===== src/hdl/rtc_pkg.sv =====
// Purpose: Shared constants for the timekeeping counter and periodic tick block.
// Assumes: Registers sit one per aligned 32-bit APB word at byte address four times the index.
// Notes: Sync channels 0 to 3 equal the bit positions in the counter busy register; channel 4 is bit 0 of the tick busy register.
package rtc_pkg;
  localparam int ADDR_W = 8;
  localparam int IDX_W = 6;
  localparam logic [5:0] IDX_CTRL = 6'h00;
  localparam logic [5:0] IDX_STATUS = 6'h01;
  localparam logic [5:0] IDX_CNT_IEN = 6'h02;
  localparam logic [5:0] IDX_CNT_FLAGS = 6'h03;
  localparam logic [5:0] IDX_TEMP = 6'h04;
  localparam logic [5:0] IDX_CNT_DBG = 6'h05;
  localparam logic [5:0] IDX_SRC_SEL = 6'h07;
  localparam logic [5:0] IDX_COUNT = 6'h08;
  localparam logic [5:0] IDX_PERIOD = 6'h0A;
  localparam logic [5:0] IDX_MATCH = 6'h0C;
  localparam logic [5:0] IDX_TICK_CTRL = 6'h10;
  localparam logic [5:0] IDX_TICK_BUSY = 6'h11;
  localparam logic [5:0] IDX_TICK_IEN = 6'h12;
  localparam logic [5:0] IDX_TICK_FLAG = 6'h13;
  localparam logic [5:0] IDX_TICK_DBG = 6'h15;
  localparam int RUN_STDBY_BIT = 7;
  localparam int PRESC_LSB = 3;
  localparam int PRESC_W = 4;
  localparam int PERIOD_LSB = 3;
  localparam int ENABLE_BIT = 0;
  localparam int WRAP_BIT = 0;
  localparam int MATCH_BIT = 1;
  localparam int DBG_RUN_BIT = 0;
  localparam logic [7:0] CTRL_MASK = 8'hF9;
  localparam logic [7:0] TICK_CTRL_MASK = 8'h79;
  localparam int CH_CTRL = 0;
  localparam int CH_COUNT = 1;
  localparam int CH_PERIOD = 2;
  localparam int CH_MATCH = 3;
  localparam int CH_TICK = 4;
  localparam int SYNC_CH = 5;
  localparam int SYNC_EDGES = 2;
  localparam logic [1:0] SYNC_LAST = 2'(SYNC_EDGES - 1);
  localparam int PRE_W = 16;
  localparam logic [7:0] REG8_RST = 8'h00;
  localparam logic [15:0] COUNT_RST = 16'h0000;
  localparam logic [15:0] PERIOD_RST = 16'hFFFF;
  localparam logic [15:0] MATCH_RST = 16'h0000;
endpackage


===== src/hdl/pin_sync.sv =====
// Purpose: Brings an asynchronous pin into the pclk domain and marks its rising edges.
// Assumes: The pin stays at each level for at least three pclk cycles.
// Notes: A change is accepted only when the second and third stages agree.
`timescale 1ns/10ps
module pin_sync (
  input wire logic pclk,
  input wire logic presetn,
  input wire logic pin,
  output logic level,
  output logic rise
);
  logic s1_q;
  logic s2_q;
  logic s3_q;
  logic level_q;

  always_ff @(posedge pclk or negedge presetn) begin
    if (!presetn) begin
      s1_q <= 1'b0;
      s2_q <= 1'b0;
      s3_q <= 1'b0;
    end else begin
      s1_q <= pin;
      s2_q <= s1_q;
      s3_q <= s2_q;
    end
  end

  always_ff @(posedge pclk or negedge presetn) begin
    if (!presetn) begin
      level_q <= 1'b0;
    end else if (s2_q == s3_q) begin
      level_q <= s3_q;
    end
  end

  assign level = level_q;
  assign rise = (s2_q == s3_q) && s3_q && !level_q;
endmodule


===== src/hdl/rtc_counter_periodic_timer.sv =====
// Purpose: 16-bit wrapping counter with match, plus a periodic tick timer, behind an APB slave.
// Assumes: The timekeeping clock arrives on a pin far slower than pclk; sleep and halt are pclk-domain levels.
// Notes: Writes to control, count, period, match and tick control reach the counting logic
// Notes: only after two timekeeping edges, with the matching busy bit set meanwhile.
//
// The APB interface to the registers is this design's own decision.
`timescale 1ns/10ps
module rtc_counter_periodic_timer (
  input wire logic pclk,
  input wire logic presetn,
  input wire logic [rtc_pkg::ADDR_W-1:0] paddr,
  input wire logic psel,
  input wire logic penable,
  input wire logic pwrite,
  input wire logic [31:0] pwdata,
  output logic [31:0] prdata,
  output logic pready,
  output logic pslverr,
  input wire logic timekeeping_clk,
  input wire logic sleep_standby,
  input wire logic debug_halt,
  output logic counter_irq,
  output logic tick_irq,
  output logic tick_level
);
  logic tk_rise, aligned, setup_ph, wr_ok, pslverr_q, cnt_dbg_q, tick_ien_q, tick_flag_q, tick_dbg_q;
  logic tick_level_q, tick_level_d, tick_rise, counter_irq_q, tick_irq_q, cnt_en_act, cnt_run;
  logic tick_en_act, tick_halt, tick_run, cnt_tick, tick_clr;
  logic [5:0] idx;
  logic [31:0] rd_data, prdata_q;
  logic [7:0] ctrl_sw_q, ctrl_act_q, temp_q, tick_ctrl_sw_q, tick_ctrl_act_q;
  logic [1:0] cnt_ien_q, cnt_flags_q, src_sel_q, cnt_set, cnt_clr;
  logic [15:0] count_sw_q, count_q, period_sw_q, period_act_q, match_sw_q, match_act_q;
  logic [rtc_pkg::SYNC_CH-1:0] sync_busy_q, sync_wr, sync_done;
  logic [1:0] sync_stage_q [rtc_pkg::SYNC_CH];
  logic [rtc_pkg::PRE_W-1:0] pre_q;
  logic [3:0] presc, tick_sel;

  function automatic logic known_idx(input logic [5:0] i);
    logic k;
    k = 1'b0;
    case (i)
      rtc_pkg::IDX_CTRL, rtc_pkg::IDX_STATUS, rtc_pkg::IDX_CNT_IEN, rtc_pkg::IDX_CNT_FLAGS,
      rtc_pkg::IDX_TEMP, rtc_pkg::IDX_CNT_DBG, rtc_pkg::IDX_SRC_SEL, rtc_pkg::IDX_COUNT,
      rtc_pkg::IDX_PERIOD, rtc_pkg::IDX_MATCH, rtc_pkg::IDX_TICK_CTRL, rtc_pkg::IDX_TICK_BUSY,
      rtc_pkg::IDX_TICK_IEN, rtc_pkg::IDX_TICK_FLAG, rtc_pkg::IDX_TICK_DBG: k = 1'b1;
      default: k = 1'b0;
    endcase
    return k;
  endfunction

  // True when the low n bits of v are all ones, the last count of a divide-by-two-to-the-n.
  function automatic logic low_ones(input logic [rtc_pkg::PRE_W-1:0] v, input logic [3:0] n);
    logic [rtc_pkg::PRE_W-1:0] m;
    m = (16'h0001 << n) - 16'h0001;
    return (v & m) == m;
  endfunction

  pin_sync u_tk_sync (
    .pclk(pclk),
    .presetn(presetn),
    .pin(timekeeping_clk),
    .level(),
    .rise(tk_rise)
  );

  // Bus side: zero wait states; read data is captured in the setup cycle.
  assign idx = paddr[7:2];
  assign aligned = (paddr[1:0] == 2'b00);
  assign setup_ph = psel && !penable;
  assign wr_ok = psel && penable && pwrite && aligned && known_idx(idx);
  assign pready = 1'b1;
  assign pslverr = pslverr_q && psel && penable;
  assign prdata = prdata_q;

  always_comb begin
    rd_data = 32'h0000_0000;
    case (idx)
      rtc_pkg::IDX_CTRL: rd_data = {24'h00_0000, ctrl_sw_q};
      rtc_pkg::IDX_STATUS: rd_data = {28'h000_0000, sync_busy_q[rtc_pkg::CH_MATCH:rtc_pkg::CH_CTRL]};
      rtc_pkg::IDX_CNT_IEN: rd_data = {30'h0000_0000, cnt_ien_q};
      rtc_pkg::IDX_CNT_FLAGS: rd_data = {30'h0000_0000, cnt_flags_q};
      rtc_pkg::IDX_TEMP: rd_data = {24'h00_0000, temp_q};
      rtc_pkg::IDX_CNT_DBG: rd_data = {31'h0000_0000, cnt_dbg_q};
      rtc_pkg::IDX_SRC_SEL: rd_data = {30'h0000_0000, src_sel_q};
      rtc_pkg::IDX_COUNT: rd_data = {16'h0000, count_q};
      rtc_pkg::IDX_PERIOD: rd_data = {16'h0000, period_sw_q};
      rtc_pkg::IDX_MATCH: rd_data = {16'h0000, match_sw_q};
      rtc_pkg::IDX_TICK_CTRL: rd_data = {24'h00_0000, tick_ctrl_sw_q};
      rtc_pkg::IDX_TICK_BUSY: rd_data = {31'h0000_0000, sync_busy_q[rtc_pkg::CH_TICK]};
      rtc_pkg::IDX_TICK_IEN: rd_data = {31'h0000_0000, tick_ien_q};
      rtc_pkg::IDX_TICK_FLAG: rd_data = {31'h0000_0000, tick_flag_q};
      rtc_pkg::IDX_TICK_DBG: rd_data = {31'h0000_0000, tick_dbg_q};
      default: rd_data = 32'h0000_0000;
    endcase
  end

  always_ff @(posedge pclk or negedge presetn) begin
    if (!presetn) begin
      prdata_q <= 32'h0000_0000;
      pslverr_q <= 1'b0;
    end else if (setup_ph) begin
      prdata_q <= (aligned && known_idx(idx)) ? rd_data : 32'h0000_0000;
      pslverr_q <= !(aligned && known_idx(idx));
    end
  end

  // Plain software registers; the busy registers have no write path at all.
  always_ff @(posedge pclk or negedge presetn) begin
    if (!presetn) begin
      ctrl_sw_q <= rtc_pkg::REG8_RST;
      cnt_ien_q <= 2'b00;
      temp_q <= rtc_pkg::REG8_RST;
      cnt_dbg_q <= 1'b0;
      src_sel_q <= 2'b00;
      count_sw_q <= rtc_pkg::COUNT_RST;
      period_sw_q <= rtc_pkg::PERIOD_RST;
      match_sw_q <= rtc_pkg::MATCH_RST;
      tick_ctrl_sw_q <= rtc_pkg::REG8_RST;
      tick_ien_q <= 1'b0;
      tick_dbg_q <= 1'b0;
    end else if (wr_ok) begin
      case (idx)
        rtc_pkg::IDX_CTRL: ctrl_sw_q <= pwdata[7:0] & rtc_pkg::CTRL_MASK;
        rtc_pkg::IDX_CNT_IEN: cnt_ien_q <= pwdata[1:0];
        rtc_pkg::IDX_TEMP: temp_q <= pwdata[7:0];
        rtc_pkg::IDX_CNT_DBG: cnt_dbg_q <= pwdata[rtc_pkg::DBG_RUN_BIT];
        rtc_pkg::IDX_SRC_SEL: src_sel_q <= pwdata[1:0];
        rtc_pkg::IDX_COUNT: count_sw_q <= pwdata[15:0];
        rtc_pkg::IDX_PERIOD: period_sw_q <= pwdata[15:0];
        rtc_pkg::IDX_MATCH: match_sw_q <= pwdata[15:0];
        rtc_pkg::IDX_TICK_CTRL: tick_ctrl_sw_q <= pwdata[7:0] & rtc_pkg::TICK_CTRL_MASK;
        rtc_pkg::IDX_TICK_IEN: tick_ien_q <= pwdata[0];
        rtc_pkg::IDX_TICK_DBG: tick_dbg_q <= pwdata[rtc_pkg::DBG_RUN_BIT];
        default: tick_dbg_q <= tick_dbg_q;
      endcase
    end
  end

  // Crossing into the counting logic: each channel waits two timekeeping edges after a write.
  assign sync_wr[rtc_pkg::CH_CTRL] = wr_ok && (idx == rtc_pkg::IDX_CTRL);
  assign sync_wr[rtc_pkg::CH_COUNT] = wr_ok && (idx == rtc_pkg::IDX_COUNT);
  assign sync_wr[rtc_pkg::CH_PERIOD] = wr_ok && (idx == rtc_pkg::IDX_PERIOD);
  assign sync_wr[rtc_pkg::CH_MATCH] = wr_ok && (idx == rtc_pkg::IDX_MATCH);
  assign sync_wr[rtc_pkg::CH_TICK] = wr_ok && (idx == rtc_pkg::IDX_TICK_CTRL);

  always_comb begin
    for (int i = 0; i < rtc_pkg::SYNC_CH; i++) begin
      // A fresh write in the finishing cycle must not let the stale value through.
      sync_done[i] = sync_busy_q[i] && tk_rise && !sync_wr[i] && (sync_stage_q[i] == rtc_pkg::SYNC_LAST);
    end
  end

  // A write that lands during a transfer restarts it, so the newest value always wins.
  always_ff @(posedge pclk or negedge presetn) begin
    if (!presetn) begin
      sync_busy_q <= '0;
      for (int i = 0; i < rtc_pkg::SYNC_CH; i++) begin
        sync_stage_q[i] <= 2'b00;
      end
    end else begin
      for (int i = 0; i < rtc_pkg::SYNC_CH; i++) begin
        if (sync_wr[i]) begin
          sync_busy_q[i] <= 1'b1;
          sync_stage_q[i] <= 2'b00;
        end else if (sync_done[i]) begin
          sync_busy_q[i] <= 1'b0;
          sync_stage_q[i] <= 2'b00;
        end else if (sync_busy_q[i] && tk_rise) begin
          sync_stage_q[i] <= sync_stage_q[i] + 2'b01;
        end
      end
    end
  end

  always_ff @(posedge pclk or negedge presetn) begin
    if (!presetn) begin
      ctrl_act_q <= rtc_pkg::REG8_RST;
      period_act_q <= rtc_pkg::PERIOD_RST;
      match_act_q <= rtc_pkg::MATCH_RST;
      tick_ctrl_act_q <= rtc_pkg::REG8_RST;
    end else begin
      if (sync_done[rtc_pkg::CH_CTRL]) begin
        ctrl_act_q <= ctrl_sw_q;
      end
      if (sync_done[rtc_pkg::CH_PERIOD]) begin
        period_act_q <= period_sw_q;
      end
      if (sync_done[rtc_pkg::CH_MATCH]) begin
        match_act_q <= match_sw_q;
      end
      if (sync_done[rtc_pkg::CH_TICK]) begin
        tick_ctrl_act_q <= tick_ctrl_sw_q;
      end
    end
  end

  assign cnt_en_act = ctrl_act_q[rtc_pkg::ENABLE_BIT];
  assign presc = ctrl_act_q[rtc_pkg::PRESC_LSB +: rtc_pkg::PRESC_W];
  // Halted without run-during-break, the counter stops and takes no further steps.
  assign cnt_run = cnt_en_act && !(sleep_standby && !ctrl_act_q[rtc_pkg::RUN_STDBY_BIT])
    && !(debug_halt && !cnt_dbg_q);
  assign tick_en_act = tick_ctrl_act_q[rtc_pkg::ENABLE_BIT];
  assign tick_sel = tick_ctrl_act_q[rtc_pkg::PERIOD_LSB +: 4];
  assign tick_halt = debug_halt && !tick_dbg_q;
  assign tick_run = tick_en_act && !tick_halt;

  // One prescaler chain serves both functions; it clears when both are disabled and holds while neither runs.
  always_ff @(posedge pclk or negedge presetn) begin
    if (!presetn) begin
      pre_q <= '0;
    end else if (!cnt_en_act && !tick_en_act) begin
      pre_q <= '0;
    end else if ((cnt_run || tick_run) && tk_rise) begin
      pre_q <= pre_q + 16'h0001;
    end
  end

  assign cnt_tick = cnt_run && tk_rise && low_ones(pre_q, presc);

  always_ff @(posedge pclk or negedge presetn) begin
    if (!presetn) begin
      count_q <= rtc_pkg::COUNT_RST;
    end else if (sync_done[rtc_pkg::CH_COUNT]) begin
      count_q <= count_sw_q;
    end else if (cnt_tick) begin
      if (count_q == period_act_q) begin
        count_q <= 16'h0000;
      end else begin
        count_q <= count_q + 16'h0001;
      end
    end
  end

  always_comb begin
    cnt_set = 2'b00;
    cnt_set[rtc_pkg::WRAP_BIT] = cnt_tick && !sync_done[rtc_pkg::CH_COUNT] && (count_q == period_act_q);
    cnt_set[rtc_pkg::MATCH_BIT] = cnt_tick && !sync_done[rtc_pkg::CH_COUNT] && (count_q == match_act_q);
  end

  assign cnt_clr = (wr_ok && (idx == rtc_pkg::IDX_CNT_FLAGS)) ? pwdata[1:0] : 2'b00;
  assign tick_clr = wr_ok && (idx == rtc_pkg::IDX_TICK_FLAG) && pwdata[0];

  // For n above 0 the tick level is bit n of the chain, a square wave of period two to the n plus one cycles; n of 0 holds it low.
  assign tick_level_d = tick_run && (tick_sel != 4'h0) && pre_q[tick_sel];
  // After a break the chain resumes where it froze, or where the running counter took it, so a high bit comes back as a new edge.
  assign tick_rise = tick_level_d && !tick_level_q;

  always_ff @(posedge pclk or negedge presetn) begin
    if (!presetn) begin
      tick_level_q <= 1'b0;
    end else begin
      tick_level_q <= tick_level_d;
    end
  end

  // Set wins over a clear arriving in the same cycle.
  always_ff @(posedge pclk or negedge presetn) begin
    if (!presetn) begin
      cnt_flags_q <= 2'b00;
      tick_flag_q <= 1'b0;
    end else begin
      cnt_flags_q <= (cnt_flags_q & ~cnt_clr) | cnt_set;
      tick_flag_q <= (tick_flag_q && !tick_clr) || tick_rise;
    end
  end

  always_ff @(posedge pclk or negedge presetn) begin
    if (!presetn) begin
      counter_irq_q <= 1'b0;
      tick_irq_q <= 1'b0;
    end else begin
      counter_irq_q <= |(cnt_flags_q & cnt_ien_q);
      tick_irq_q <= tick_flag_q && tick_ien_q;
    end
  end

  assign counter_irq = counter_irq_q;
  assign tick_irq = tick_irq_q;
  assign tick_level = tick_level_q;
endmodule


===== config.mk =====
export PLATFORM = sky130hd
export DESIGN_NAME = rtc_counter_periodic_timer
export DESIGN_NICKNAME = d
export VERILOG_FILES = /design/src/hdl/rtc_pkg.sv /design/src/hdl/pin_sync.sv /design/src/hdl/rtc_counter_periodic_timer.sv
export SDC_FILE = /design/constraint.sdc
export NUM_CORES = 1
export LEC_CHECK = 0
export BUFFER_PORTS_ARGS = -buffer_cell sky130_fd_sc_hd__buf_2
export CORE_MARGIN = 5
export CORE_UTILIZATION = 54
export DETAILED_ROUTE_END_ITERATION = 16
export PLACE_DENSITY = 0.8
export SYNTH_ARGS = -nofsm -noshare
export SYNTH_HDL_FRONTEND = slang
export SYNTH_HIERARCHICAL = 1
export SYNTH_SLANG_ARGS = --single-unit
export TNS_END_PERCENT = 30

===== constraint.sdc =====
create_clock -name pclk -period 2.8 [get_ports pclk]
set_clock_uncertainty 0.2 [all_clocks]
set_input_delay 0.7 -clock pclk [delete_from_list [all_inputs] [get_ports pclk]]
set_output_delay 0.7 -clock pclk [all_outputs]
set_load 0.01 [all_outputs]

Word-level counts from Yosys, hierarchy flattened
Memory sizes are Yosys's and may differ from the RTL's. Index checks and enable logic that the tools add are counted.

Bits in registers: 207. Latch bits: 0. Memory bits (writable): 0. ROM bits: 96. Input bits: 48. Logic and storage cells: 219. Memories: 3.

Memories: (name not given) (words 32, bits a word 1, read ports 1, clocked after Yosys merged registers in 0, wr ports 0, line rtc_counter_periodic_timer.sv:42) `case (i)`; (name not given) (words 32, bits a word 1, read ports 1, clocked after Yosys merged registers in 0, wr ports 0, line rtc_counter_periodic_timer.sv:42); (name not given) (words 32, bits a word 1, read ports 1, clocked after Yosys merged registers in 0, wr ports 0, line rtc_counter_periodic_timer.sv:42).

$add $sub $neg: 8. Multipliers: 0. Div/mod/pow operators: 0. Order comparisons: 1. Eq/ne operators: 23. Shifts and indexed selects: 1. Mux-type cells: 40. Bitwise operators: 5. Reduce and logical (&&, ||, !) cells: 100.

Operator list (count): case mux 16 bit (15 select lines) (1); two-way mux 16 bit (5); logical AND 1 bit (52); equality test 16 bit (3); adder 16 x 1 -> 16 bit, second input constant (2); two-way mux 2 bit (16); two-way mux 32 bit (1); equality test 6 x 5 -> 1 bit, second input constant (5); AND reduction 2 bit (11); zero test 1 bit (19); equality test 6 x 3 -> 1 bit, second input constant (3); equality test 6 x 4 -> 1 bit, second input constant (3); bitwise AND 16 bit (1); two-way mux 1 bit (16); << shifter 1 x 4 -> 16 bit, first input constant (1); subtractor 16 x 1 -> 16 bit, second input constant (1); nonzero test 3 bit (5); nonzero test 2 bit (7); equality test 6 x 2 -> 1 bit, second input constant (2); adder 2 x 1 -> 2 bit, second input constant (5); equality test 2 x 1 -> 1 bit, second input constant (5); equality test 6 x 1 -> 1 bit, second input constant (1); zero test 6 bit (1); less-than comparator 4 x 5 -> 1 bit, second input constant (1); other kinds (9) (11).

Depth between registers and ports, before layout
Depth after elaboration: 12. Depth in mapped cells: 12. Depth with buffers taken out: 9.

By module
Netlist, hierarchy kept.

Modules (own cells, without submodules): rtc_counter_periodic_timer (times used 1, cells an instance 831, area each 9505.4 µm², seq. area each 4719.5 µm²); pin_sync (times used 1, cells an instance 7, area each 133.9 µm², seq. area each 100.1 µm²).

Worst setup path after synthesis
No wires, ideal clock.

Path kind: register to register. Start: register ctrl_act_q[6]. End: register count_q[7]. Library setup time: 0.082 ns. Arrival time: 2.609 ns. Path slack: -0.091 ns. Cell stages (with the launch flop): 10. Path buffers: 2. Clock period less this slack: 2.891 ns. Cell sequence: dfrtp_1 clkbuf_1 nand3b_1 ha_1 xnor2_1 o2bb2ai_1 or4_4 buf_6 or4_1 a31oi_1.

Word-level cells in the longest chain between the ends: 6.

Ends and longest elaborated chain: from (decl) (line rtc_counter_periodic_timer.sv:31) `logic [7:0] ctrl_sw_q, ctrl_act_q, temp_q, tick_ctrl_sw_q, tick_ctrl_act_q;`; from (signal assigned) (line rtc_counter_periodic_timer.sv:178) `ctrl_act_q <= rtc_pkg::REG8_RST;`; from (signal assigned) (line rtc_counter_periodic_timer.sv:184) `ctrl_act_q <= ctrl_sw_q;`; << shifter 1 x 4 -> 16 bit (*) (line rtc_counter_periodic_timer.sv:55) `m = (16'h0001 << n) - 16'h0001;`; subtractor 16 x 1 -> 16 bit (*) (line rtc_counter_periodic_timer.sv:55); bitwise AND 16 bit (line rtc_counter_periodic_timer.sv:56) `return (v & m) == m;`; equality test 16 bit (*) (line rtc_counter_periodic_timer.sv:56); logical AND 1 bit (*) (line rtc_counter_periodic_timer.sv:219) `assign cnt_tick = cnt_run && tk_rise && low_ones(pre_q, presc);`; nonzero test 2 bit (no source line) (*); to (signal assigned) (line rtc_counter_periodic_timer.sv:223) `count_q <= rtc_pkg::COUNT_RST;`; to (signal assigned) (line rtc_counter_periodic_timer.sv:225) `count_q <= count_sw_q;`; to (signal assigned) (line rtc_counter_periodic_timer.sv:230) `count_q <= count_q + 16'h0001;`; to (decl) (line rtc_counter_periodic_timer.sv:33) `logic [15:0] count_sw_q, count_q, period_sw_q, period_act_q, match_sw_q, match_act_q;`.

Mark *: on every way between the ends. The rest lies on a longest branch, timed or not. A chain may end at the register's enable or synchronous reset.

Worst setup path after layout
Start: register ctrl_act_q[3]. End: register count_q[9].

Same word-level chain as after synthesis.

==> flow_summary.yaml <==
detailed_routing:
  dr.pass1.iters: 7
  via_count: 7457
  drc: 0
  wl_per_cell_um: 21.8
  drt-initial-drc-count: 748
  final_antenna_net_count: 0
  post_drt_via_cell_ratio: 6.28
  drt-total-wl_um: 25900
critical_path:
  end_kind: "register"
  worst_setup_path_start_kind: "register"
  cp_max_fo: 7
  path_cells: "buf_4 -> nor3_4 -> o22ai_1 -> o2bb2ai_4 -> or4_4 -> buf_4 -> o311ai_2 -> nand3_1"
  cpLargestDelayFamily: "simple AND/OR/NAND/NOR gates"
  cp_common_cell: "buf_4"
  cp_num_buf_inv: 2
  cp_slowest_stage_delay_ns: 0.63
  arrival_ns: 2.87
  cp_slowest_cell: "or4_4"
  worstPathRequired_ns: 2.90
  path_class: "register to register"
clock_tree:
  numCtsBuffers: 17
  clkLatencyLatePin_ns: 0.44
  hold_buffers: 0
  clk_pin_slew_ns: 0.07
  root_buffer: "clkbuf_16"
  cts_tree: "yes"
  h-tree-depth: 4
  cts_buffer_depth: 2
  cts.sinks: 191
outcome:
  status: "completed"
synthesis:
  synth_edf_count: 0
  ys_warn_count: 6
  synthFlopType: "dfrtp_1"
  synthArstFlopShare_pct: 100
  synth-seq-area-share_pct: 50.0
  synth.distinct_cells: 77
  synth_area_per_cell_um2: 11.5
  synthCells: 838
  yosysTopAreaCellShare_pct: 41.3
  netlist_area_um2: 9640
  synth_top_cell_by_area: "dfrtp_1"
  synth_seq_cells: 191
  synthTopCellsByArea: "dfrtp_1 (41%), mux2_2 (14%), dfstp_2 (8.7%)"
flow_run:
  maxCapViolCount: 0
cells_and_area:
  n_antenna_cell: 0
  fin_util_pct: 65.6
  area_growth_syn_to_layout_pct: 18.4
  fillers: 1263
  nNetsFinal: 1002
  drive_gt1_share_pct: 38.8
worst_hold_path:
  hp-class: "input port to async pin"
sta:
  fin_crit_ns: 2.77
  grt_setup_unrepaired: "true"
  worst_slack_ns: 0.0303
  max_slew.worst_pin.slew_ns: 0.666
  hold_violations: 0
  fin_crit_sh_pct: 98.9
  maxSlewHeadroom_pct: 55.2
  max_freq_mhz: 361
  setup_viol: 0
  maxSlewViolCount: 0
floorplanning:
  die_x_um: 144
  core-area_um2: 17400
  fp.dieH_um: 144
  io_pins: 85
  dieArea_um2: 20600
  rows: 48
  start_util_pct: 55.3
placed_design:
  place_ws_ns: -0.146
  io_buffers: 51
  place.gp.congestion: 0.898
  place_hpwl_um: 17700
global_routing:
  overflow: 0
  grt_pass1_wl_um: 40400
  grt_pass1_vias: 7522
  grt_max_degree: 63
  antenna_found_initial: 0
  grt.total_usage_pct: 25.2
power:
  p_leak_nw: 5.17
  power_density_nw_per_um2: 478
  peakVddDrop_mv: 0.453
[flip-flops by register name, indices dropped and copies added, names as in the netlist, 2 cells and up]
signal           count
count_q             16
count_sw_q          16
match_act_q         16
match_sw_q          16
period_act_q        16
period_sw_q         16
prdata              16
pre_q               16
sync_stage_q        10
temp_q               8
ctrl_act_q           6
ctrl_sw_q            6
sync_busy_q          5
tick_ctrl_act_q      5
tick_ctrl_sw_q       5
cnt_flags_q          2
cnt_ien_q            2
src_sel_q            2
[through the flow]
stage / power [mW] / cells / hold slack (ns) / instance area (um^2) / setup TNS [ns]
after floorplan: 2.97 / 853 / 0.131 / 9700 / -0.347
after global placement: 3.12 / 1149 / 0.136 / 10600 / -1.56
after detailed placement: 3.13 / 1149 / 0.140 / 10600 / -2.03
after CTS: 5.46 / 1181 / 0.0628 / 11200 / 0
after global routing: 5.62 / 1187 / 0.0824 / 11400 / -0.635
final: 5.45 / 1187 / 0.0427 / 11400 / 0
[layer usage]
metal / vias to the layer above / routed length [um] / GRT usage (%) / share of wire (%)
li1: 3262 / - / - / -
met1: 3735 / 10700 / 34.7 / 41
met2: 375 / 12400 / 40.0 / 48
met3: 85 / 1980 / 5.32 / 7.6
met4: 0 / 851 / 9.12 / 3.3
met5: - / 0 / 0 / 0
[cell type report]
cell class	count	area [um^2]	area share (%)
sequential	191	4820	42.2
multi-input combinational	576	4560	40.0
timing repair buffer	151	1140	10.0
clock buffer	21	460	4.03
tap	225	282	2.47
clock inverter	11	103	0.899
inverter	12	45.0	0.395
[where the power goes]
part	leakage [nW]	internal, mW	switching [mW]
Combinational	2.40	0.104	0.189
Clock	0.283	1.28	1.07
Sequential	2.48	2.78	0.0181
[layout by cell type, fill, tap and decap left out, types with 6 or more instances in the layout]
| cell | count |
|---|---|
| nand2_1 | 52 |
| nand3_1 | 27 |
| nand4_1 | 22 |
| nand2b_1 | 6 |
| xor2_1 | 12 |
| a22o_1 | 10 |
| inv_1 | 12 |
| nor2_1 | 51 |
| a21oi_1 | 17 |
| buf_4 | 87 |
| and2_1 | 11 |
| dfrtp_1 | 157 |
| xnor2_1 | 36 |
| nor2b_1 | 6 |
| mux2_2 | 119 |
| nor4_1 | 9 |
| a21o_1 | 6 |
| o21ai_0 | 19 |
| nand3b_1 | 6 |
| a22oi_1 | 16 |
| clkbuf_16 | 17 |
| buf_12 | 9 |
| buf_2 | 50 |
| nor3_1 | 10 |
| a222oi_1 | 10 |
| conb_1 | 17 |
| dfstp_2 | 32 |
[cells by family after synthesis]
| family | after synthesis | share of synthesized area (%) |
|---|---|---|
| AO/OA/AOI/OAI | 133 | 10.3 |
| XOR/XNOR | 49 | 4.45 |
| adder cells (fa/ha/maj) | 5 | 0.649 |
| buffers and inverters | 87 | 4.92 |
| flip-flops | 191 | 50.0 |
| multiplexers | 128 | 15.3 |
| other | 2 | 0.0779 |
| AND/OR/NAND/NOR | 243 | 14.3 |
[repair_timing]
action	in CTS	in global routing
gates resized for setup	4	35
endpoints found under the setup margin	2	14
pin swaps	1	11
buffers inserted	0	5
gates cloned	0	1
hold endpoints to repair	0	0
[cell usage after synthesis (3+ instances only)]
cell / instances
nor4b_4: 3
a222oi_1: 10
a211o_1: 4
buf_2: 17
a22o_1: 10
clkbuf_8: 4
nand4_1: 22
clkbuf_1: 32
and2_1: 11
nor4_1: 11
or4_1: 3
buf_4: 19
nand3b_1: 6
inv_1: 12
nor4b_1: 3
nor2b_1: 6
dfrtp_1: 159
o21ai_0: 21
and3_1: 5
a21oi_1: 17
nand3_1: 27
mux2i_1: 5
ha_1: 5
o31ai_1: 5
a211oi_1: 3
a31oi_1: 6
a21o_1: 6
nand2_1: 52
and4_1: 6
mux4_2: 3
o311ai_0: 6
a22oi_1: 16
dfstp_2: 32
a32o_1: 5
xnor2_1: 37
nor3_1: 11
mux2_2: 119
nor2_1: 51
nand2b_1: 7
xor2_1: 12
[worst paths after layout]
kind | from | to | slack, ns | cells after the start
worst max-delay path | ctrl_act_q[3] | count_q[9] | 0.03 | 8
worst min-delay path | presetn | u_tk_sync/level | 0.04 | 1
worst max register to register | ctrl_act_q[3] | count_q[9] | 0.03 | 8
worst min register to register | u_tk_sync/s1_q | u_tk_sync/s2_q | 0.15 | 0
max in group asynchronous | presetn | period_sw_q[12] | 1.61 | 2
min in group pclk | u_tk_sync/s1_q | u_tk_sync/s2_q | 0.15 | 0
(Power assumes the default switching activity.)
